===== src/design/adc_port_map.svh =====
`ifndef ADC_PORT_MAP_SVH
`define ADC_PORT_MAP_SVH

// Result and configuration widths
`define RESULT_W 14
`define CFG_W 8
`define CH_IDX_W 3

// Channel-enable register: bit n enables channel n, all set at power-up
`define CFG_RESET 8'hFF
`define CFG_CH0_POS 0

// Conversion clock timing, in conversion clock cycles
`define FIRST_RESULT_CYC 5'h11
`define RESULT_SPACING_CYC 5'h03

// Clock rates in kHz
`define SYS_CLK_KHZ 25000
`define INT_OSC_KHZ 10000

`endif


===== src/design/adc_port_pkg.sv =====
package adc_port_pkg;

  typedef enum logic [1:0]
  {
    ST_TRACK = 2'b00,
    ST_CONV = 2'b01,
    ST_DONE = 2'b10
  } seq_state_t;

  typedef logic [13:0] result_word_t;

endpackage


===== src/design/result_fifo.sv =====
`timescale 1ns/1ns
`default_nettype none

module result_fifo #(
  parameter int WIDTH = 14,
  parameter int DEPTH = 8
) (
  // System
  input wire logic sys_clk,
  input wire logic sys_rst,
  input wire logic flush,
  // Fill side
  input wire logic in_valid,
  output logic in_ready,
  input wire logic [WIDTH-1:0] in_data,
  // Drain side
  output logic out_valid,
  input wire logic out_ready,
  output logic [WIDTH-1:0] out_data
);

  localparam int AW = $clog2(DEPTH);

  generate
    if (DEPTH < 2 || (DEPTH & (DEPTH - 1)) != 0)
    begin : g_bad_depth
      $error("result_fifo depth must be a power of two, at least 2");
    end
  endgenerate

  logic [WIDTH-1:0] mem_ff [DEPTH];
  logic [AW-1:0] wptr_ff;
  logic [AW-1:0] rptr_ff;
  logic [AW:0] count_ff;
  logic push;
  logic pop;
  logic [AW-1:0] nxt_rptr;
  logic [WIDTH-1:0] out_data_ff;

  assign in_ready = (count_ff != DEPTH[AW:0]);
  assign out_valid = (count_ff != '0);
  assign push = in_valid && in_ready;
  assign pop = out_valid && out_ready;
  assign nxt_rptr = pop ? rptr_ff + 1'b1 : rptr_ff;
  assign out_data = out_data_ff;

  always_ff @(posedge sys_clk)
  begin
    if (push)
      mem_ff[wptr_ff] <= in_data;
  end

  always_ff @(posedge sys_clk)
  begin
    if (sys_rst || flush)
    begin
      wptr_ff <= '0;
      rptr_ff <= '0;
      count_ff <= '0;
    end
    else
    begin
      if (push)
        wptr_ff <= wptr_ff + 1'b1;
      rptr_ff <= nxt_rptr;
      count_ff <= count_ff + {{AW{1'b0}}, push} - {{AW{1'b0}}, pop};
    end
  end

  // Head register; a word written into the new head slot bypasses the array
  always_ff @(posedge sys_clk)
  begin
    if (sys_rst)
      out_data_ff <= '0;
    else if (push && nxt_rptr == wptr_ff)
      out_data_ff <= in_data;
    else
      out_data_ff <= mem_ff[nxt_rptr];
  end
endmodule

`default_nettype wire


===== src/design/simultaneous_adc_host_port.sv =====
`timescale 1ns/1ns
`default_nettype none

`include "adc_port_map.svh"

// Functional notes
// Internal conversion clock nominally 10 MHz
// Select high internal, low external clock
// External clock at most 15 MHz, 30-70% duty; edge detection on the 25 MHz system clock sees it only below 12.5 MHz
// Internal conversion time grows with channel count
// 14-bit results; low eight lines bidirectional
// Data lines float when read or select high
// Enable bit n controls channel n
// Enable bits above implemented channels ignored
// Enable byte captured on write strobe rise
// New enables apply from next convert start
// Shutdown keeps channel enables unchanged
// Host writes enables before first conversion
// Track while start low, sample on rise
// Per-result pulse; final strobe on last result
// External clock starts within 10 us, >=100 kHz
// First result at 17th clock, then every third
// Host holds start high until last read
// Sequence takes 16+3(N-1)+1 clocks plus quiet
// Host keeps bus idle before start rises
// Read low drives result, high releases bus
// Host waits for each result strobe edge
// Power-up enables every channel
// Each read pulse gives the next result
// Results ascend by channel, disabled skipped
// Result pulse one clock; final low till restart
module simultaneous_adc_host_port
  import adc_port_pkg::*;
#(
  parameter int NUM_CH = 8,
  parameter int FIFO_DEPTH = 8
) (
  // System
  input wire logic sys_clk,
  input wire logic sys_rst,
  // Host bus pins
  input wire logic cs_n,
  input wire logic rd_n,
  input wire logic wr_n,
  input wire logic [`CFG_W-1:0] data_lo_in,
  output logic [`RESULT_W-1:0] data_out,
  output logic data_oe,
  // Conversion control pins
  input wire logic sample_hold_ctrl,
  input wire logic ext_clk,
  input wire logic clock_source_sel,
  input wire logic power_down_in,
  input wire logic power_all_inputs,
  // Status strobes
  output logic result_ready_n,
  output logic final_result_n,
  // Converter core
  output logic sample_hold,
  output logic [`CH_IDX_W-1:0] conv_ch,
  input wire logic [`RESULT_W-1:0] conv_result,
  output logic [`CFG_W-1:0] channel_power
);

  generate
    if (NUM_CH != 2 && NUM_CH != 4 && NUM_CH != 8)
    begin : g_bad_ch
      $error("NUM_CH must be 2, 4 or 8");
    end
  endgenerate

  localparam logic [`CFG_W-1:0] IMPL_MASK = `CFG_W'((1 << NUM_CH) - 1);

  function automatic logic [`CH_IDX_W-1:0] lowest_ch(input logic [`CFG_W-1:0] m);
    logic [`CH_IDX_W-1:0] idx;
    idx = '0;
    for (int i = `CFG_W - 1; i >= 0; i--)
    begin
      if (m[i])
        idx = `CH_IDX_W'(i);
    end
    return idx;
  endfunction

  // Pin synchronisers
  localparam int SYNC_W = 16;
  logic [SYNC_W-1:0] pins_raw;
  logic [SYNC_W-1:0] sync1_ff;
  logic [SYNC_W-1:0] sync2_ff;

  assign pins_raw = {data_lo_in, power_all_inputs, power_down_in, clock_source_sel,
                     ext_clk, sample_hold_ctrl, wr_n, rd_n, cs_n};

  always_ff @(posedge sys_clk)
  begin
    if (sys_rst)
    begin
      // Idle pin levels, so no false start edge follows reset
      sync1_ff <= 16'h000F;
      sync2_ff <= 16'h000F;
    end
    else
    begin
      sync1_ff <= pins_raw;
      sync2_ff <= sync1_ff;
    end
  end

  logic cs_s;
  logic rd_s;
  logic wr_s;
  logic cv_s;
  logic ext_s;
  logic sel_s;
  logic pd_s;
  logic all_s;
  logic [`CFG_W-1:0] din_s;

  assign {din_s, all_s, pd_s, sel_s, ext_s, cv_s, wr_s, rd_s, cs_s} = sync2_ff;

  // Previous samples for edge detection
  logic cs_prev_ff;
  logic rd_prev_ff;
  logic wr_prev_ff;
  logic cv_prev_ff;
  logic ext_prev_ff;
  logic [`CFG_W-1:0] din_prev_ff;

  always_ff @(posedge sys_clk)
  begin
    if (sys_rst)
    begin
      cs_prev_ff <= 1'b1;
      rd_prev_ff <= 1'b1;
      wr_prev_ff <= 1'b1;
      cv_prev_ff <= 1'b1;
      ext_prev_ff <= 1'b0;
      din_prev_ff <= '0;
    end
    else
    begin
      cs_prev_ff <= cs_s;
      rd_prev_ff <= rd_s;
      wr_prev_ff <= wr_s;
      cv_prev_ff <= cv_s;
      ext_prev_ff <= ext_s;
      din_prev_ff <= din_s;
    end
  end

  logic cfg_write;
  logic rd_fall;
  logic cv_rise;
  logic cv_fall;

  // Select must already be low while write was low
  assign cfg_write = wr_s && !wr_prev_ff && !cs_prev_ff;
  assign rd_fall = !rd_s && rd_prev_ff && !cs_s;
  assign cv_rise = cv_s && !cv_prev_ff;
  assign cv_fall = !cv_s && cv_prev_ff;

  // Internal oscillator: fractional accumulator gives a 10 MHz average rate
  localparam logic [15:0] OSC_STEP = 16'(`INT_OSC_KHZ);
  localparam logic [15:0] OSC_WRAP = 16'(`SYS_CLK_KHZ);
  logic [15:0] osc_acc_ff;
  logic [15:0] nxt_osc_acc;
  logic osc_tick_ff;

  assign nxt_osc_acc = osc_acc_ff + OSC_STEP;

  always_ff @(posedge sys_clk)
  begin
    if (sys_rst)
    begin
      osc_acc_ff <= '0;
      osc_tick_ff <= 1'b0;
    end
    else if (nxt_osc_acc >= OSC_WRAP)
    begin
      osc_acc_ff <= nxt_osc_acc - OSC_WRAP;
      osc_tick_ff <= 1'b1;
    end
    else
    begin
      osc_acc_ff <= nxt_osc_acc;
      osc_tick_ff <= 1'b0;
    end
  end

  // External clock must stay well below half the system rate to be seen
  logic ext_tick;
  logic conv_tick;

  assign ext_tick = ext_s && !ext_prev_ff;
  assign conv_tick = sel_s ? osc_tick_ff : ext_tick;

  // Channel-enable register
  logic [`CFG_W-1:0] cfg_ff;

  always_ff @(posedge sys_clk)
  begin
    if (sys_rst)
      cfg_ff <= `CFG_RESET;
    else if (cfg_write)
      cfg_ff <= din_prev_ff;
  end

  // Sequencer
  seq_state_t state_ff;
  logic [`CFG_W-1:0] active_ff;
  logic [`CFG_W-1:0] rem_ff;
  logic [4:0] wait_ff;
  logic [`CH_IDX_W-1:0] conv_ch_ff;
  logic result_n_ff;
  logic final_n_ff;
  logic fifo_in_ready;
  logic emit;
  logic [`CFG_W-1:0] nxt_rem;

  assign emit = (state_ff == ST_CONV) && conv_tick && (wait_ff == 5'h01) && fifo_in_ready;
  assign nxt_rem = rem_ff & ~(`CFG_W'(1) << conv_ch_ff);

  // Enables apply from the falling start edge that opens the next sample
  always_ff @(posedge sys_clk)
  begin
    if (sys_rst)
      active_ff <= `CFG_RESET & IMPL_MASK;
    else if (cv_fall)
      active_ff <= cfg_ff & IMPL_MASK;
  end

  always_ff @(posedge sys_clk)
  begin
    if (sys_rst || pd_s || cv_fall)
    begin
      state_ff <= ST_TRACK;
      rem_ff <= '0;
      wait_ff <= '0;
    end
    else
    begin
      unique case (state_ff)
        ST_TRACK:
        begin
          if (cv_rise)
          begin
            state_ff <= (active_ff == '0) ? ST_DONE : ST_CONV;
            rem_ff <= active_ff;
            wait_ff <= `FIRST_RESULT_CYC;
          end
        end
        ST_CONV:
        begin
          if (emit)
          begin
            rem_ff <= nxt_rem;
            wait_ff <= `RESULT_SPACING_CYC;
            if (nxt_rem == '0)
              state_ff <= ST_DONE;
          end
          else if (conv_tick && wait_ff != 5'h01)
            wait_ff <= wait_ff - 5'h01;
        end
        ST_DONE:
        begin
          state_ff <= ST_DONE;
        end
        default:
        begin
          state_ff <= ST_TRACK;
        end
      endcase
    end
  end

  always_ff @(posedge sys_clk)
  begin
    if (sys_rst)
      conv_ch_ff <= '0;
    else if (state_ff == ST_TRACK && cv_rise)
      conv_ch_ff <= lowest_ch(active_ff);
    else if (emit)
      conv_ch_ff <= lowest_ch(nxt_rem);
  end

  // Strobes
  always_ff @(posedge sys_clk)
  begin
    if (sys_rst || pd_s)
      result_n_ff <= 1'b1;
    else if (emit)
      result_n_ff <= 1'b0;
    else if (conv_tick || cv_fall)
      result_n_ff <= 1'b1;
  end

  always_ff @(posedge sys_clk)
  begin
    if (sys_rst || cv_fall)
      final_n_ff <= 1'b1;
    else if ((emit && nxt_rem == '0) || (state_ff == ST_TRACK && cv_rise && active_ff == '0))
      final_n_ff <= 1'b0;
  end

  // Result buffer; a full buffer stalls the sequencer rather than dropping
  logic fifo_out_valid;
  logic [`RESULT_W-1:0] fifo_head;
  logic [`RESULT_W-1:0] dout_ff;

  result_fifo #(
    .WIDTH(`RESULT_W),
    .DEPTH(FIFO_DEPTH)
  ) u_result_fifo (
    .sys_clk(sys_clk),
    .sys_rst(sys_rst),
    .flush(cv_fall),
    .in_valid(emit),
    .in_ready(fifo_in_ready),
    .in_data(conv_result),
    .out_valid(fifo_out_valid),
    .out_ready(rd_fall),
    .out_data(fifo_head)
  );

  always_ff @(posedge sys_clk)
  begin
    if (sys_rst)
      dout_ff <= '0;
    else if (rd_fall && fifo_out_valid)
      dout_ff <= fifo_head;
  end

  // Per-channel power: shutdown wins, then all-on, then the enable bit
  genvar gi;
  generate
    for (gi = 0; gi < `CFG_W; gi++)
    begin : g_power
      assign channel_power[gi] = !pd_s && IMPL_MASK[gi] && (all_s || cfg_ff[gi]);
    end
  endgenerate

  assign data_oe = !rd_s && !cs_s;
  assign data_out = dout_ff;
  assign result_ready_n = result_n_ff;
  assign final_result_n = final_n_ff;
  assign sample_hold = (state_ff != ST_TRACK);
  assign conv_ch = conv_ch_ff;

  // Helper for first-result timing
  logic [6:0] ticks_ff;

  always_ff @(posedge sys_clk)
  begin
    if (sys_rst || state_ff == ST_TRACK)
      ticks_ff <= '0;
    else if (conv_tick && ticks_ff != 7'h7F)
      ticks_ff <= ticks_ff + 7'h01;
  end
endmodule

`default_nettype wire


===== config.mk =====
export PLATFORM = sky130hd
export DESIGN_NAME = simultaneous_adc_host_port
export DESIGN_NICKNAME = d
export VERILOG_FILES = /design/src/design/adc_port_pkg.sv /design/src/design/result_fifo.sv /design/src/design/simultaneous_adc_host_port.sv
export VERILOG_INCLUDE_DIRS = /design/src /design/src/design
export SDC_FILE = /design/constraint.sdc
export NUM_CORES = 1
export LEC_CHECK = 0
export ABC_AREA = 1
export CORE_ASPECT_RATIO = 1.4
export CORE_MARGIN = 2
export CORE_UTILIZATION = 41
export DETAILED_ROUTE_END_ITERATION = 16
export DONT_BUFFER_PORTS = 1
export GPL_TIMING_DRIVEN = 1
export PLACE_DENSITY = 0.57
export SLEW_MARGIN = 20
export SYNTH_ARGS = -nofsm -noshare
export SYNTH_HDL_FRONTEND = slang
export SYNTH_SLANG_ARGS = --single-unit

===== constraint.sdc =====
create_clock -name sys_clk -period 3 [get_ports sys_clk]
set_input_delay 0.75 -clock sys_clk [delete_from_list [all_inputs] [get_ports sys_clk]]
set_output_delay 0.75 -clock sys_clk [all_outputs]
set_load 0.05 [all_outputs]

[Word-level counts from Yosys, hierarchy flattened]
Memories as Yosys holds them, arrays and structs flattened. A register that Yosys moved wholly into a read port is not among the register bits.
Index checks and enable logic that the tools add are counted.
Operators by class
  add/sub/neg operators: 7
  order comparisons: 1
  equality and inequality tests: 9
  shifts and indexed selects: 1
  multiplexer cells: 38
  bitwise logic cells: 2
  reductions and logical operators: 57
Operators with widths (count)
  two-way mux 3 bit: 19
  logical AND 1 bit: 25
  adder 16 x 14 -> 16 bit, second input constant: 1
  >= comparator 16 x 15 -> 1 bit, second input constant: 1
  logical NOT 8 bit: 2
  two-way mux 16 bit: 1
  two-way mux 8 bit: 2
  one-hot mux 8 bit (2 select lines): 1
  subtractor 16 x 15 -> 16 bit, second input constant: 1
  two-way mux 5 bit: 3
  logical OR 1 bit: 13
  one-hot mux 5 bit (2 select lines): 1
  AND reduction 3 bit: 3
  AND 8 bit: 1
  logical NOT 1 bit: 8
  two-way mux 2 bit: 4
  inverter 8 bit: 1
  nonzero test 2 bit: 4
  << shifter 1 x 3 -> 8 bit, first input constant: 1
  adder 3 x 1 -> 3 bit, second input constant: 2
  two-way mux 1 bit: 6
  one-hot mux 2 bit (3 select lines): 1
  equality test 5 x 1 -> 1 bit, second input constant: 1
  inequality test 5 x 1 -> 1 bit, second input constant: 1
  other kinds (11): 12
Word-level totals
  register bits after elaboration: 122
  RAM bits: 112
  input port bits: 32
  output and inout port bits: 29
  word-level logic and storage cells: 138
  memories: 1
Memories
  u_result_fifo.mem_ff: words 8, bits a word 14, rd ports 1, clocked after memory_dff 1, write ports 1, RTL line result_fifo.sv:31  | logic [WIDTH-1:0] mem_ff [DEPTH];

[Depth between registers and ports, before layout]
  depth in word-level cells: 13
  mapped depth: 16
  depth with buffers taken out: 14

[Hierarchy]
Synthesis repeated with hierarchy kept, for this count alone.
Second synthesis, totals
  cell total of the unflattened synthesis: 1207
  area, all modules: 10616.4 µm²
Modules (own cells, without submodules)
  result_fifo: times used 1, cells an instance 571, area each 5869.4 µm², seq. area each 3843.7 µm²
  simultaneous_adc_host_port: times used 1, cells an instance 636, area each 4747.1 µm², seq. area each 2182.1 µm²

[Worst setup path after synthesis]
Ideal clock, no wire load.
  path type: register to register
  start point: register state_ff[1]
  end point: memory u_result_fifo.mem_ff[0][0] (enable)
  setup time: 0.403 ns
  data arrival time: 2.225 ns
  data required time: 2.597 ns
  slack: 0.372 ns
  cell stages (with the launch flop): 8
  path buffers: 0
  clock period less this slack: 2.628 ns
  cells stage by stage: dfxtp_1 -> inv_1 -> ha_1 -> inv_1 -> nor2_1 -> nand3_2 -> or2_2 -> nor3_1
Between the ends
  cells in the longest elaborated chain, start to end: 7
RTL lines
  from (decl): RTL line simultaneous_adc_host_port.sv:208  | seq_state_t state_ff;
  from (signal assigned): RTL line simultaneous_adc_host_port.sv:246  | state_ff <= (active_ff == '0) ? ST_DONE : ST_CONV;
  equality test 2 x 1 -> 1 bit: RTL line simultaneous_adc_host_port.sv:219  | assign emit = (state_ff == ST_CONV) && conv_tick && (wait_ff == 5'h01) && fifo_in_ready;
  logical AND 1 bit (3 in a row): RTL line simultaneous_adc_host_port.sv:219
  logical AND 1 bit: RTL line result_fifo.sv:42  | assign push = in_valid && in_ready;
  two-way mux 1 bit: RTL line result_fifo.sv:49  | if (push)
  two-way mux 1 bit (not written as such): RTL line result_fifo.sv:50  | mem_ff[wptr_ff] <= in_data;
  to (decl): RTL line result_fifo.sv:31
No other way between the ends.

[Worst setup path after layout]
  start point: register sync2_ff[3]
  end point: register wait_ff[0]
Between the ends
  cells in the longest elaborated chain, start to end: 3
  elaborated cells between the ends (all ways): 6
  classes of those cells: eq/ne (1); reduce/logical (5)
RTL lines
  from (decl): RTL line simultaneous_adc_host_port.sv:88  | logic [SYNC_W-1:0] sync2_ff;
  from (signal assigned): RTL line simultaneous_adc_host_port.sv:104  | sync2_ff <= sync1_ff;
  logical AND 1 bit / logical NOT 1 bit (equally long branches): RTL line simultaneous_adc_host_port.sv:158, simultaneous_adc_host_port.sv:159
  inequality test 2 bit (no line) / logical AND 1 bit (equally long branches)
  AND reduction 3 bit (no line) / logical OR 1 bit (equally long branches)
  to (signal assigned): RTL line simultaneous_adc_host_port.sv:248  | wait_ff <= `FIRST_RESULT_CYC;
  to (signal assigned): RTL line simultaneous_adc_host_port.sv:256  | wait_ff <= `RESULT_SPACING_CYC;
  to (signal assigned): RTL line simultaneous_adc_host_port.sv:261  | wait_ff <= wait_ff - 5'h01;
  to (decl): RTL line simultaneous_adc_host_port.sv:211  | logic [4:0] wait_ff;
Several ways; a longest one is shown, not always the timed one.
A chain may end at the register's enable or synchronous reset.

==> impl_results.md <==
- Outcome: finished, final reports clean
- Row count: just under 70
- Io pins: 61
- Largest net degree at the start of global routing: between 50 and 60
- Core Region: roughly 0.025 mm2
- Total power: 8.11 mW
- Placement Setup Slack: about 0.45 ns
- Die H: between 150 and 200 um
- Most frequent cells in the layout: nand2_1 (255), nor2_1 (159), dfxtp_1 (133)
- Grt met3 use: approximately 2.5%
- Mapped Avg Cell Area: approximately 9.1 um2
- Initial Utilization: between 40% and 50%
- Cts repair resizes: 0
- Rel. slew slack: about 33%
- Final Util: a little under half
- Hold_ws: 0.292 ns
- Yosys reg bits: 245
- Global-route wire length before repair: around 38000 um
- Die area: 0.0265 mm2
- Hold Violations, Final: 0
- Placed cell count: about 1400
- Period minus WS final: ~2.4 ns
- Worst EP required: 3.47 ns
- Final #Nets: 1208
- Register-to-Register Setup Slack: a little under 0.6 ns
- First DRT Iteration DRCs: 399
- Met1 usage: between 10% and 20%
- Synth top area cells: edfxtp_1 (33%), dfxtp_1 (26%), nand2_1 (9.3%)
- Antenna violations before repair: 0
- WS Path Type: reg2reg
- Post-Synthesis Cells: between 1000 and 1500
- GRT busiest layer: met2
- Worst R2R Path Depth: 8
- Reg2Reg Launch Point: sync2_ff[3]
- CP endpoint: wait_ff[0]
- Post-synth EDFFs: between 100 and 150
- Worst-Margin Slew: between 0.9 and 1 ns
- Final worst slack: 0.588 ns
- CTS root buffer: clkbuf_16
- Worst-path clk slew: 0.06 ns
- Worst-path fanout max: 17
- Hold buffers post-CTS: 0
- TritonCTS clock tree: yes
- Area share of the largest cell type after synthesis: about 33%
- Post-CTS setup buffers: 0
- RR Endpoint: wait_ff[0]
- Peak VDD IR: about 0.48 mV
- H-tree Lvls: 1
- Post-DP HPWL: approximately 15000 um
- CP Data Arrival Time: just under 3 ns
- Die W: roughly 140 um
- Commonest non-fill, non-tap cell in the layout: nand2_1
- Cell area after synthesis: a little over 0.01 mm2
- CTS Buf Count: 25
- Fraction of layout instances using a drive strength above 1: 12.1%
- Clk_lat worst skew: 0.52 ns
- Post-place instance area: about 0.011 mm2
- Period utilization: approximately four fifths
- Slew Limit Fails: 0
- Worst Skew: about 0.018 ns
- Syn_nets: ~1200
- Placer Congestion: about 0.85
- Drt total wl: roughly 24000 um
- Sequential element share of the synthesized area: 58.2%
- Max Cap Viol: 0
- TritonRoute pass-1 iters: 6
- Hold Path Class: in2reg
- Clock Tree Buf Depth: 3
- CP endpoint kind: flop
- Vias/cell: 5.05
- Peak Freq: about 0.41 GHz
- P_leak: ~4.7 nW
- Vias: approximately 7500
- Antenna Nets Post-Route: 0
- Sinks on Clock Net: 245
- Cell variety after synth: 45
- RSZ-0062 raised after global routing: no
- Diode count: 0
- Setup TNS: 0 ns
- DRC Markers: 0
- Cell accounting for the most synthesized area: edfxtp_1
- Port bufs: 0
- PD cells: around 700 mW/mm2
- Critical path launch point type: flop
- Routed WL per cell: 15.8 um
- Non-Filler Instances: 1491
- Post-synth ARST share: 0%
- Vias in the first global route: ~7300
- Main synth FF type: dfxtp_1
- Post-route design area: 0.0117 mm2
- M2 GR Usage: approximately 34%
- GRT Total Usage: between 10% and 20%
- Setup violators final: 0
- GRT overflow: 0
- Yosys warning total: 0
- Crit path launch: sync2_ff[3]
- Layout Area Growth over Synthesis: 12.7%
==> cell families (layout without fill, tap and decap cells) <==
group	after synthesis	count (layout)	synth area share, %
XOR/XNOR	12	12	1.02
AND/OR/NAND/NOR	590	590	25.4
flip-flops	245	245	58.2
AO/OA/AOI/OAI	125	125	6.92
adder cells (fa/ha/maj)	19	19	2.37
buffers and inverters	149	185	6.04
==> sequential cells by signal, summed over array words and instances, names as in the netlist, 2 cells and up <==
name,cells
u_result_fifo.rptr_ff,3
active_ff,8
state_ff,2
u_result_fifo.out_data,14
u_result_fifo.count_ff,4
sync1_ff,16
data_out,14
u_result_fifo.wptr_ff,3
u_result_fifo.mem_ff,112
cfg_ff,8
conv_ch,3
din_prev_ff,8
osc_acc_ff,13
sync2_ff,16
wait_ff,5
rem_ff,8
==> worst max-delay path, stage by stage, from the launching register on <==
cell      delay (ns)
dfxtp_1         0.37
nor2_1          0.23
nor2_1          0.34
clkinv_1        0.33
nor2_1          0.61
inv_1           0.18
a21oi_1         0.16
o21ai_0         0.09
inv_1           0.05
==> synth_stat cells (8+ instances only) <==
| cell type | instances |
|---|---|
| nand2_1 | 256 |
| nor2_1 | 159 |
| dfxtp_1 | 133 |
| edfxtp_1 | 112 |
| inv_1 | 96 |
| nand3_1 | 92 |
| o21ai_0 | 52 |
| a21oi_1 | 34 |
| clkbuf_1 | 21 |
| ha_1 | 18 |
| nor3_1 | 17 |
| nand4_1 | 16 |
| or2_2 | 12 |
| buf_2 | 11 |
| a21oi_2 | 8 |
| nand2_2 | 8 |
| nand2_4 | 8 |
| o21ai_1 | 8 |
| xor2_1 | 8 |
==> cell type report <==
type	instances	area, um2
fill	2374	13100
clock inverter	7	67.6
timing repair buffer	34	293
tap	315	394
inverter	105	395
multi-input combinational	746	3740
clock buffer	39	739
sequential	245	6030
==> metal layers <==
layer / wire, um / vias to the layer above
met2: 12400 / 141
met3: 862 / 47
li1: - / 3778
met4: 794 / 0
met5: 0 / -
met1: 9530 / 3560
==> report_power, final <==
group          leakage (nW)  switching, mW  internal (mW)
Sequential             2.10          0.123           3.60
Combinational          2.24          0.886          0.466
Clock                 0.392           1.25           1.78
==> how the worst min path moves through the flow <==
stage	startpoint	cells after the start	end	slack, ns
after floorplan	sync2_ff[8]	2	din_prev_ff[0]	0.39
after global placement	sync2_ff[12]	2	din_prev_ff[4]	0.39
after detailed placement	sync2_ff[9]	2	din_prev_ff[1]	0.39
after CTS	sys_rst	1	osc_acc_ff[9]	0.27
after global routing	sys_rst	1	osc_acc_ff[9]	0.26
final	sys_rst	1	osc_acc_ff[9]	0.29
(Power assumes the default switching activity.)
